### src/line_coder_defines.svh
// Purpose: register map, field positions and reset values of the line coder
// Assumes: 4-bit word-aligned register addresses, 32-bit data
// Notes: definitions only
`ifndef LINE_CODER_DEFINES_SVH
`define LINE_CODER_DEFINES_SVH

`define LC_ADDR_W 4
`define LC_CTRL_ADDR 4'h0
`define LC_STAT_ADDR 4'h4
`define LC_DIV_ADDR 4'h8

`define LC_MODE_LSB 0
`define LC_MODE_MSB 1
`define LC_ROLE_LSB 2
`define LC_ROLE_MSB 3
`define LC_CONN_LSB 4
`define LC_CONN_MSB 5
`define LC_CTRL_W 6
`define LC_CTRL_RST 6'h00

`define LC_DIV_W 16
`define LC_DIV_RST 16'h0004

`define LC_ST_RXBIT 0
`define LC_ST_TXLINE 1
`define LC_ST_REC 2
`define LC_ST_RXCNT_LSB 8
`define LC_ST_RXCNT_MSB 15
`define LC_ST_TXCNT_LSB 16
`define LC_ST_TXCNT_MSB 23
`define LC_CNT_W 8

`endif

### src/line_coder_pkg.sv
// Purpose: shared types of the line coder
// Assumes: nothing
// Notes: encodings follow declaration order
`default_nettype none
package line_coder_pkg;
	typedef enum logic [1:0] {
		MODE_NRZ_CLK,
		MODE_EXT_TX,
		MODE_NRZI_CLK,
		MODE_NRZI_REC
	} clk_mode_t;
	typedef enum logic [1:0] {
		ROLE_DTE,
		ROLE_DCE,
		ROLE_MON,
		ROLE_SPARE
	} port_role_t;
endpackage
`default_nettype wire

### src/level_sync.sv
// Purpose: two-flop synchroniser for a vector of pin levels
// Assumes: bits are independent levels
// Notes: first stage is read only by the second
`default_nettype none
module level_sync #(
	parameter int W = 1
) (
	// clock and reset
	input wire logic clk,
	input wire logic reset_n,
	// levels
	input wire logic [W-1:0] async_in,
	output logic [W-1:0] sync_out
);
	logic [W-1:0] meta_r;

	always_ff @(posedge clk) begin
		if (!reset_n) begin
			meta_r <= '0;
			sync_out <= '0;
		end else begin
			meta_r <= async_in;
			sync_out <= meta_r;
		end
	end
endmodule
`default_nettype wire

### src/edge_phase_tracker.sv
// Purpose: recovers bit timing from transitions of an oversampled line
// Assumes: line is already synchronised to clk
// Notes: phase restarts on every transition, sample taken half a bit later
`default_nettype none
module edge_phase_tracker #(
	parameter int CW = 16
) (
	// clock and reset
	input wire logic clk,
	input wire logic reset_n,
	// control
	input wire logic enable,
	input wire logic [CW-1:0] half_period,
	// line and strobe
	input wire logic line,
	output logic sample_pulse
);
	logic prev_r;
	logic [CW:0] phase_r;
	logic [CW:0] full;
	logic trans;

	assign full = {half_period, 1'b0};
	assign trans = line ^ prev_r;

	always_ff @(posedge clk) begin
		if (!reset_n)
			prev_r <= 1'b1;
		else
			prev_r <= line;
	end

	// long runs without edges free-run at the nominal rate
	always_ff @(posedge clk) begin
		if (!reset_n || !enable)
			phase_r <= '0;
		else if (trans)
			phase_r <= (CW+1)'(1);
		else if (phase_r >= full - (CW+1)'(1))
			phase_r <= '0;
		else
			phase_r <= phase_r + (CW+1)'(1);
	end

	always_ff @(posedge clk) begin
		if (!reset_n)
			sample_pulse <= 1'b0;
		else
			sample_pulse <= enable && !trans && phase_r == {1'b0, half_period};
	end
endmodule
`default_nettype wire

### src/wan_line_coder.sv
// Purpose: serial line encoder/decoder with clock-source and connector selection
// Assumes: all pin inputs are asynchronous to clk; user bit ports are on clk
// Notes: registers at CTRL, STAT, DIV; unmapped reads return zero
// Behaviour
// - NRZ sends one as mark, zero as space; receive decodes alike.
// - NRZ zero bit always equals space level, both directions.
// - NRZI keeps the level for a one; no change reads as one.
// - NRZI toggles the level for a zero; a change reads as zero.
// - four clock modes: NRZ clocked, external transmit clock, NRZI clocked, NRZI recovered.
// - external transmit clock mode: DTE generates and drives transmit timing.
// - unclocked NRZI takes bit timing from transitions of received data.
// - software sets the port as DTE, DCE or passive monitor.
// - exactly one connector active; all others held at high impedance.
`default_nettype none
`include "line_coder_defines.svh"
module wan_line_coder #(
	parameter int NUM_CONN = 3
) (
	// clock and reset
	input wire logic clk,
	input wire logic reset_n,
	// register port
	input wire logic [`LC_ADDR_W-1:0] reg_addr,
	input wire logic [31:0] reg_wdata,
	input wire logic reg_wr,
	input wire logic reg_rd,
	output logic [31:0] reg_rdata,
	// user transmit bits
	input wire logic tx_bit,
	output logic tx_bit_take,
	// user receive bits
	output logic rx_bit,
	output logic rx_bit_valid,
	// transmitted data pins
	input wire logic [NUM_CONN-1:0] send_data_in,
	output logic [NUM_CONN-1:0] send_data_out,
	output logic [NUM_CONN-1:0] send_data_oe,
	// received data pins
	input wire logic [NUM_CONN-1:0] recv_data_in,
	output logic [NUM_CONN-1:0] recv_data_out,
	output logic [NUM_CONN-1:0] recv_data_oe,
	// transmit timing from dce pins
	input wire logic [NUM_CONN-1:0] tx_timing_in,
	output logic [NUM_CONN-1:0] tx_timing_out,
	output logic [NUM_CONN-1:0] tx_timing_oe,
	// receive timing from dce pins
	input wire logic [NUM_CONN-1:0] rx_timing_in,
	output logic [NUM_CONN-1:0] rx_timing_out,
	output logic [NUM_CONN-1:0] rx_timing_oe,
	// transmit timing to dce pins
	input wire logic [NUM_CONN-1:0] term_timing_in,
	output logic [NUM_CONN-1:0] term_timing_out,
	output logic [NUM_CONN-1:0] term_timing_oe
);
	// a zero half period would stall the divider, so it counts as one
	function automatic logic [`LC_DIV_W-1:0] half_of(input logic [`LC_DIV_W-1:0] d);
		half_of = (d == '0) ? `LC_DIV_W'(1) : d;
	endfunction

	logic [`LC_CTRL_W-1:0] ctrl_r;
	logic [`LC_DIV_W-1:0] div_r;
	line_coder_pkg::clk_mode_t mode;
	line_coder_pkg::port_role_t role;
	logic [1:0] conn;
	logic [`LC_DIV_W-1:0] half;

	assign mode = line_coder_pkg::clk_mode_t'(ctrl_r[`LC_MODE_MSB:`LC_MODE_LSB]);
	assign role = line_coder_pkg::port_role_t'(ctrl_r[`LC_ROLE_MSB:`LC_ROLE_LSB]);
	assign conn = ctrl_r[`LC_CONN_MSB:`LC_CONN_LSB];
	assign half = half_of(div_r);

	// pin synchronisers
	logic [NUM_CONN-1:0] td_s, rd_s, st_s, rt_s;

	level_sync #(.W(NUM_CONN)) u_sync_td (
		.clk(clk),
		.reset_n(reset_n),
		.async_in(send_data_in),
		.sync_out(td_s)
	);
	level_sync #(.W(NUM_CONN)) u_sync_rd (
		.clk(clk),
		.reset_n(reset_n),
		.async_in(recv_data_in),
		.sync_out(rd_s)
	);
	level_sync #(.W(NUM_CONN)) u_sync_st (
		.clk(clk),
		.reset_n(reset_n),
		.async_in(tx_timing_in),
		.sync_out(st_s)
	);
	level_sync #(.W(NUM_CONN)) u_sync_rt (
		.clk(clk),
		.reset_n(reset_n),
		.async_in(rx_timing_in),
		.sync_out(rt_s)
	);

	// only the active connector is listened to
	logic sel_td, sel_rd, sel_st, sel_rt, rx_line;

	assign sel_td = td_s[conn];
	assign sel_rd = rd_s[conn];
	assign sel_st = st_s[conn];
	assign sel_rt = rt_s[conn];
	assign rx_line = (role == line_coder_pkg::ROLE_DCE) ? sel_td : sel_rd;

	// edges of the dce clocks
	logic st_prev_r, rt_prev_r;

	always_ff @(posedge clk) begin
		if (!reset_n) begin
			st_prev_r <= 1'b0;
			rt_prev_r <= 1'b0;
		end else begin
			st_prev_r <= sel_st;
			rt_prev_r <= sel_rt;
		end
	end

	// internal bit clock divider
	logic [`LC_DIV_W-1:0] hp_cnt_r;
	logic int_clk_r;
	logic hp_wrap, int_rise, int_fall;

	assign hp_wrap = hp_cnt_r >= half - `LC_DIV_W'(1);
	assign int_rise = hp_wrap && !int_clk_r;
	assign int_fall = hp_wrap && int_clk_r;

	always_ff @(posedge clk) begin
		if (!reset_n) begin
			hp_cnt_r <= '0;
			int_clk_r <= 1'b0;
		end else if (hp_wrap) begin
			hp_cnt_r <= '0;
			int_clk_r <= !int_clk_r;
		end else begin
			hp_cnt_r <= hp_cnt_r + `LC_DIV_W'(1);
		end
	end

	// transition-tracking recovery
	logic rec_en, rec_pulse;

	assign rec_en = mode == line_coder_pkg::MODE_NRZI_REC && role != line_coder_pkg::ROLE_SPARE;

	edge_phase_tracker #(.CW(`LC_DIV_W)) u_track (
		.clk(clk),
		.reset_n(reset_n),
		.enable(rec_en),
		.half_period(half),
		.line(rx_line),
		.sample_pulse(rec_pulse)
	);

	// choice of transmit and receive strobes
	logic tx_stb, rx_stb, nrzi;

	assign nrzi = mode == line_coder_pkg::MODE_NRZI_CLK || mode == line_coder_pkg::MODE_NRZI_REC;

	always_comb begin
		tx_stb = 1'b0;
		rx_stb = 1'b0;
		unique case (role)
			line_coder_pkg::ROLE_DTE: begin
				// dte changes data on the falling edge so the dce samples mid-bit
				if (mode == line_coder_pkg::MODE_NRZ_CLK || mode == line_coder_pkg::MODE_NRZI_CLK)
					tx_stb = !sel_st && st_prev_r;
				else
					tx_stb = int_fall;
				if (rec_en)
					rx_stb = rec_pulse;
				else
					rx_stb = sel_rt && !rt_prev_r;
			end
			line_coder_pkg::ROLE_DCE: begin
				tx_stb = int_fall;
				rx_stb = rec_en ? rec_pulse : int_rise;
			end
			line_coder_pkg::ROLE_MON: begin
				rx_stb = rec_en ? rec_pulse : (sel_rt && !rt_prev_r);
			end
			line_coder_pkg::ROLE_SPARE: begin
				rx_stb = 1'b0;
			end
		endcase
	end

	// encoder; idle line rests at mark
	logic tx_line_r;
	logic [`LC_CNT_W-1:0] tx_cnt_r;

	always_ff @(posedge clk) begin
		if (!reset_n) begin
			tx_line_r <= 1'b1;
		end else if (tx_stb) begin
			if (!nrzi)
				tx_line_r <= tx_bit;
			else if (!tx_bit)
				tx_line_r <= !tx_line_r;
			else
				tx_line_r <= tx_line_r;
		end
	end

	always_ff @(posedge clk) begin
		if (!reset_n) begin
			tx_bit_take <= 1'b0;
			tx_cnt_r <= '0;
		end else begin
			tx_bit_take <= tx_stb;
			if (tx_stb)
				tx_cnt_r <= tx_cnt_r + `LC_CNT_W'(1);
		end
	end

	// decoder
	logic rx_prev_r;
	logic [`LC_CNT_W-1:0] rx_cnt_r;

	always_ff @(posedge clk) begin
		if (!reset_n) begin
			rx_prev_r <= 1'b1;
			rx_bit <= 1'b1;
			rx_bit_valid <= 1'b0;
			rx_cnt_r <= '0;
		end else begin
			rx_bit_valid <= rx_stb;
			if (rx_stb) begin
				rx_prev_r <= rx_line;
				rx_cnt_r <= rx_cnt_r + `LC_CNT_W'(1);
				if (nrzi)
					rx_bit <= !(rx_line ^ rx_prev_r);
				else
					rx_bit <= rx_line;
			end
		end
	end

	// pin drivers: all connectors but the selected one float
	always_ff @(posedge clk) begin
		if (!reset_n) begin
			send_data_out <= '0;
			send_data_oe <= '0;
			recv_data_out <= '0;
			recv_data_oe <= '0;
			tx_timing_out <= '0;
			tx_timing_oe <= '0;
			rx_timing_out <= '0;
			rx_timing_oe <= '0;
			term_timing_out <= '0;
			term_timing_oe <= '0;
		end else begin
			for (int i = 0; i < NUM_CONN; i++) begin
				send_data_out[i] <= tx_line_r;
				recv_data_out[i] <= tx_line_r;
				tx_timing_out[i] <= int_clk_r;
				rx_timing_out[i] <= int_clk_r;
				term_timing_out[i] <= int_clk_r;
				if (2'(i) == conn) begin
					send_data_oe[i] <= role == line_coder_pkg::ROLE_DTE;
					term_timing_oe[i] <= role == line_coder_pkg::ROLE_DTE &&
						mode == line_coder_pkg::MODE_EXT_TX;
					recv_data_oe[i] <= role == line_coder_pkg::ROLE_DCE;
					tx_timing_oe[i] <= role == line_coder_pkg::ROLE_DCE;
					rx_timing_oe[i] <= role == line_coder_pkg::ROLE_DCE && !rec_en;
				end else begin
					send_data_oe[i] <= 1'b0;
					term_timing_oe[i] <= 1'b0;
					recv_data_oe[i] <= 1'b0;
					tx_timing_oe[i] <= 1'b0;
					rx_timing_oe[i] <= 1'b0;
				end
			end
		end
	end

	// register writes; a connector index beyond the fitted ones is ignored
	always_ff @(posedge clk) begin
		if (!reset_n) begin
			ctrl_r <= `LC_CTRL_RST;
		end else if (reg_wr && reg_addr == `LC_CTRL_ADDR) begin
			ctrl_r[`LC_ROLE_MSB:0] <= reg_wdata[`LC_ROLE_MSB:0];
			if (32'(reg_wdata[`LC_CONN_MSB:`LC_CONN_LSB]) < NUM_CONN)
				ctrl_r[`LC_CONN_MSB:`LC_CONN_LSB] <= reg_wdata[`LC_CONN_MSB:`LC_CONN_LSB];
		end
	end

	always_ff @(posedge clk) begin
		if (!reset_n)
			div_r <= `LC_DIV_RST;
		else if (reg_wr && reg_addr == `LC_DIV_ADDR)
			div_r <= reg_wdata[`LC_DIV_W-1:0];
	end

	// register reads, data valid the cycle after the strobe only
	always_ff @(posedge clk) begin
		if (!reset_n) begin
			reg_rdata <= '0;
		end else begin
			reg_rdata <= '0;
			if (reg_rd) begin
				unique case (reg_addr)
					`LC_CTRL_ADDR: reg_rdata <= 32'(ctrl_r);
					`LC_DIV_ADDR: reg_rdata <= 32'(div_r);
					`LC_STAT_ADDR: begin
						reg_rdata[`LC_ST_RXBIT] <= rx_bit;
						reg_rdata[`LC_ST_TXLINE] <= tx_line_r;
						reg_rdata[`LC_ST_REC] <= rec_en;
						reg_rdata[`LC_ST_RXCNT_MSB:`LC_ST_RXCNT_LSB] <= rx_cnt_r;
						reg_rdata[`LC_ST_TXCNT_MSB:`LC_ST_TXCNT_LSB] <= tx_cnt_r;
					end
					default: reg_rdata <= '0;
				endcase
			end
		end
	end
endmodule
`default_nettype wire

### config.mk
export PLATFORM = sky130hd
export DESIGN_NAME = wan_line_coder
export DESIGN_NICKNAME = d
export VERILOG_FILES = /design/src/line_coder_pkg.sv /design/src/level_sync.sv /design/src/edge_phase_tracker.sv /design/src/wan_line_coder.sv
export VERILOG_INCLUDE_DIRS = /design/src
export SDC_FILE = /design/constraint.sdc
export NUM_CORES = 1
export LEC_CHECK = 0
export BUFFER_PORTS_ARGS = -buffer_cell sky130_fd_sc_hd__clkbuf_2
export CAP_MARGIN = 25
export CORE_UTILIZATION = 35
export CTS_BUF_LIST = sky130_fd_sc_hd__clkbuf_8
export DETAILED_ROUTE_END_ITERATION = 12
export HOLD_SLACK_MARGIN = 0.06
export PLACE_DENSITY = 0.51
export SETUP_SLACK_MARGIN = 0.3
export SLEW_MARGIN = 15
export SYNTH_ARGS = -nofsm -noshare
export SYNTH_HDL_FRONTEND = slang
export SYNTH_SLANG_ARGS = --single-unit
export TNS_END_PERCENT = 1
### constraint.sdc
create_clock -name clk -period 11.3 [get_ports clk]
set_input_delay 1.13 -clock clk [delete_from_list [all_inputs] [get_ports clk]]
set_output_delay 1.13 -clock clk [all_outputs]
set_load 0.02 [all_outputs]
# Word-level counts from Yosys, hierarchy flattened
# Index checks and enable logic that the tools add are counted.
# word_totals
reg_bits	151
out_inout_bits	65
word_cells	127
# op_classes
addsub	6
n_lt_le_gt_ge	4
n_eq_ne	13
n_mux	23
bitwise_logic	3
n_reduce_logical	36
# ops
operator	count
16-bit case mux with 2 select lines	1
17-bit by 1-bit adder with 17-bit output (second input constant)	1
17-bit by 16-bit == test with 1-bit output	1
17-bit >= comparator	1
17-bit by 1-bit subtractor with 17-bit output (second input constant)	1
16-bit by 1-bit adder with 16-bit output (second input constant)	1
8-bit by 1-bit adder with 8-bit output (second input constant)	2
16-bit >= comparator	1
16-bit logical NOT	1
16-bit 2-to-1 mux	1
16-bit by 1-bit subtractor with 16-bit output (second input constant)	1
1-bit 2-to-1 mux	13
2-bit AND reduction	6
1-bit logical AND	11
5-bit case mux with 2 select lines	1
3-bit case mux with 3 select lines	1
1-bit binary-select mux with 2-bit select	4
2-bit == test (second input constant)	4
1-bit logical NOT	8
2-bit logical NOT	3
2-bit by 1-bit == test with 1-bit output (second input constant)	2
4-bit by 3-bit == test with 1-bit output (second input constant)	1
4-bit == test (second input constant)	1
4-bit logical NOT	1
12 further kinds	17

# Logic depth before layout (Yosys ltp)
# logic_depth
depth_word	8
ltp_mapped	18
ltp_nobuf	16

# Modules after synthesis
# From an unflattened synthesis, not the netlist that was laid out.
# hier_totals
hier_cells	798
area_unflattened_um2	6937.9
# by_module_without_submodules
module	n_inst	cells_each	area_per_inst_um2	seq_area_each_um2
wan_line_coder	1	559	4749.6	2001.9
edge_phase_tracker	1	191	1557.7	380.4
level_sync	4	12	157.7	120.1

# Worst setup path before layout
# OpenSTA, ideal clock, no wires.
# synth_path
path_type	register to register
startpoint	register div_r[6]
endpoint	register hp_cnt_r[10]
setup_ps	128
t_arrival_ps	3981
setup_slack_ps	7192
path_stages_with_launch	19
n_path_buf	2
synth_period_minus_slack_ps	4108
cell_sequence	dfxtp_1 buf_6 or4_4 or4_4 nor4_4 a21oi_1 ha_1 nand2b_1 nor4_1 and2b_2 xnor2_1 ha_1 nand4_1 nor4_1 o31a_1 nor3_1 nand2_1 clkbuf_1 nor2_1
# synth_between
elab_chain_cells	5
# synth_lines
item	line	rtl
start, declared	wan_line_coder.sv:61	logic [`LC_DIV_W-1:0] div_r;
start signal, assigned	wan_line_coder.sv:292	div_r <= `LC_DIV_RST;
start signal, assigned	wan_line_coder.sv:294	div_r <= reg_wdata[`LC_DIV_W-1:0];
16-bit logical NOT	wan_line_coder.sv:57	half_of = (d == '0) ? `LC_DIV_W'(1) : d;
16-bit 2-to-1 mux *	wan_line_coder.sv:57	
16-bit by 1-bit subtractor with 16-bit output *	wan_line_coder.sv:127	assign hp_wrap = hp_cnt_r >= half - `LC_DIV_W'(1);
16-bit >= comparator *	wan_line_coder.sv:127	
2-bit OR reduction (no line) *	n/a	
end signal, assigned	wan_line_coder.sv:139	hp_cnt_r <= hp_cnt_r + `LC_DIV_W'(1);
end, declared	wan_line_coder.sv:123	logic [`LC_DIV_W-1:0] hp_cnt_r;
# Mark *: on every way between the ends. The rest lies on a longest branch, timed or not.
# A chain may end at the register's enable or synchronous reset.

# Final worst setup path
# layout_path
startpoint	register div_r[6]
endpoint	register hp_cnt_r[3]
# The elaborated chain is that of the path after synthesis.

==> key figures <==
Finish
  – Area Growth Syn to Fin: 13.3%
  – Diode count: 0
  – Final Util: 0.406
  – Share of post-route cells with drive strength above 1: 0.173
  – # nets final: between 900 and 1000
  – Area occupied by multi-input gates: about 0.0035 mm2
  – Storage cell area: 0.00286 mm2
  – Fill count: between 1500 and 2000
  – Non-filler cells, final: ~1100
  – Final Cell Area: ~0.0076 mm2

Detailed routing
  – 1st-iter DRT viols: 291
  – Drt drc: 0
  – WL per Instance: 15.1 um
  – Via density: approximately 5.0
  – Via count: about 5300
  – Routed Antenna Nets: 0
  – Final wirelength: between 15000 and 20000 um
  – Pre-Repair DR Iteration Count: 4

Yosys
  – Post-synth EDFFs: 0
  – Synthesis-stage register bit count: around 140
  – Syn Inst Count: 748
  – Sequential area share after synthesis: 0.426
  – Cell Area, Synth: about 0.0067 mm2
  – Synth Area per Inst: between 8 and 9 um2
  – Main flop type after synthesis: dfxtp_1
  – Synth warnings: 0
  – Synth cell types: just under 60
  – Synth async-reset ratio: 0

Floorplanning
  – Row cnt: 50
  – Placeable Area: 0.0188 mm2
  – Die Span Y: approximately 140 um
  – I/O Pins: roughly 120
  – Die X: 141 um
  – Initial core utilization: 0.358
  – Die Area: about 0.020 mm2

Worst setup path
  – Worst Setup End Kind: flip-flop
  – Worst Path Max Fanout: 15
  – Crit start category: flip-flop
  – Worst Reg-to-Reg Cells: 16
  – Crit-path slowest cell: nor4_1
  – WS Path Type: flip-flop to flip-flop
  – Worst path arrival time: around 5.3 ns
  – Reg2reg start: div_r[6]
  – Worst reg2reg setup slack: between 6 and 7 ns
  – R2R Path End: hp_cnt_r[3]
  – Critical path launch point: div_r[6]
  – CP max stage delay: 0.73 ns
  – Crit path to: hp_cnt_r[3]
  – Critical Path RT: roughly 12 ns
  – Critical path, cell by cell: or4_4 -> or4_4 -> nor4_4 -> a21oi_1 -> ha_1 -> nand2b_1 -> nor4_1 -> and2b_2 -> xnor2_1 -> ha_1 -> nand4_1 -> nor2_1 -> o2bb2ai_1 -> nor3_1 -> nand2_1 -> nor2_1

STA
  – WHS: between 0.4 and 0.5 ns
  – Slew Limit Fails: 0
  – Final setup margin: approximately 6.4 ns
  – Post-layout minimum cycle time: between 4 and 5 ns
  – Fin crit share: 0.437
  – Fin. Hold Viols: 0
  – Clock Skews: 0.0118 ns
  – Slew @ Worst Pin: roughly 0.95 ns
  – RSZ-0062 raised after global routing: no
  – Max Freq: ~200 MHz
  – # setup viols final: 0
  – Sum of negative setup slack: 0 ns
  – Rel. slew slack: 0.361

Clocking
  – CTS clk-pin slew, worst paths: about 0.090 ns
  – Clock buffer depth: 2
  – CTS H-tree depth: 4
  – Resized Gates After CTS: 0
  – Cts bufs inserted: 17
  – # clock sinks: 143
  – Clock Latency Late Sink: 0.46 ns
  – Hold Buf Count CTS: 0
  – TritonCTS clock tree: done
  – Root buffer cell: clkbuf_8
  – Number of post-CTS setup repair buffers: 0

Placement
  – Dpl cells: around 1000
  – DPL Wire Length: ~12000 um
  – Area after DPL: ~0.007 mm2
  – Gpl congestion: 0.801
  – Port Buf Inserts: slightly above 90
  – Dpl ws: roughly 6.3 ns

Worst hold path
  – Worst Hold Class: flip-flop to flip-flop
  – Hold Path Depth: 1

Pwr
  – Internal power: a little over 0.7 mW
  – Reg power frac: 0.516
  – Overall Power: ~1.0 mW
  – Clk network pwr share: 0.393
  – Net Sw Power: between 0.3 and 0.4 mW
  – VDD IR max: roughly 0.068 mV
  – Combinational share of power: 0.091
  – Pwr/cell area: between 100 and 150 mW/mm2
  – Pleak: between 3 and 4 nW
  – Sw frac: 0.303

Global route
  – Gr ovfl total: 0
  – Initial antenna violation count: 0
  – Largest net degree at the start of global routing: about 70
  – Total GRT Usage: 0.173
  – Vias in the first global route: 4952
  – First-pass GRT wire length: about 26000 um

Job
  – Max-Cap Viols: 0

Run status
  – Outcome: finished clean
area by class of cell:
cell class / count / area share
multi-input cells: 548 / 0.462
repair buffers: 98 / 0.0657
clock inverters: 15 / 0.0225
clock buffers: 17 / 0.0307
well taps: 234 / 0.0384
inverters: 10 / 0.00493
flip-flops and latches: 143 / 0.376
logic make-up after synthesis:
family	synth area share
adder cells (fa/ha/maj)	0.0688
other	0.000558
AO/OA/AOI/OAI	0.103
flip-flops	0.426
AND/OR/NAND/NOR	0.246
buffers and inverters	0.0556
XOR/XNOR	0.0769
multiplexers	0.0240
cells in the mapped netlist (all sizes together) (12+ instances only):
master  number  area, um2
dfxtp      143       2860
nand2       72        270
nor2        63        236
a21oi       45        225
xor2        39        342
and2        38        239
ha          37        463
nor3        32        160
buf         30        225
nand3       29        145
clkbuf      23        100
xnor2       20        175
mux2i       15        150
nand4       15       93.8
o21ai       14       70.1
nand2b      13       83.8
a22oi       12       90.1
power groups by stage:
| stage | registers [mW] | logic [mW] | clock network (mW) |
|---|---|---|---|
| 6_report | 0.533 | 0.0937 | 0.405 |
| 3_3_place_gp | 0.545 | 0.0939 | 0 |
| 4_1_cts | 0.533 | 0.0950 | 0.421 |
| 5_1_grt | 0.536 | 0.105 | 0.445 |
| 2_1_floorplan | 0.541 | 0.0766 | 0 |
| 3_5_place_dp | 0.545 | 0.0947 | 0 |
flip-flops by register name, indices dropped and copies added (netlist names), 6 cells and up:
signal           cells
u_track.phase_r     17
rx_cnt_r             8
ctrl_r               6
div_r               16
tx_cnt_r             8
reg_rdata           24
hp_cnt_r            16
cell usage in the layout (no fill, tap or decap), types with 14 or more instances in the layout:
| cell | instances |
|---|---|
| a21oi_1 | 45 |
| and2_1 | 36 |
| clkbuf_2 | 93 |
| clkbuf_8 | 17 |
| dfxtp_1 | 143 |
| ha_1 | 37 |
| mux2i_1 | 15 |
| nand2_1 | 72 |
| nand3_1 | 29 |
| nand4_1 | 15 |
| nor2_1 | 63 |
| nor3_1 | 32 |
| o21ai_0 | 14 |
| xnor2_1 | 20 |
| xor2_1 | 39 |
per-layer routing:
layer  track usage  share of wire
met1         0.224           0.46
met2         0.275           0.47
met3        0.0469          0.054
met4        0.0606          0.016
met5             0              0
critical path: cells and delay by family, from the launching register on:
kind                       cells  cell delay, ns
AOI/OAI and AO/OA              2            0.66
DFF                            1            0.59
adders and majority gates      2            0.57
xor gates and xnor gates       1            0.17
and+or+nand+nor               11            2.87
how the worst min path moves through the flow:
stage / start / end / slack (ns)
2_1_floorplan: u_sync_rd.meta_r[0] / u_sync_rd.sync_out[0] / 0.41
3_3_place_gp: u_sync_st.meta_r[0] / u_sync_st.sync_out[0] / 0.42
3_5_place_dp: u_sync_rt.meta_r[0] / u_sync_rt.sync_out[0] / 0.42
4_1_cts: u_sync_td.meta_r[0] / u_sync_td.sync_out[0] / 0.44
5_1_grt: u_sync_td.meta_r[0] / u_sync_td.sync_out[0] / 0.45
6_report: u_sync_st.meta_r[0] / u_sync_st.sync_out[0] / 0.44
No activity file was read; power rests on OpenSTA's default activity.
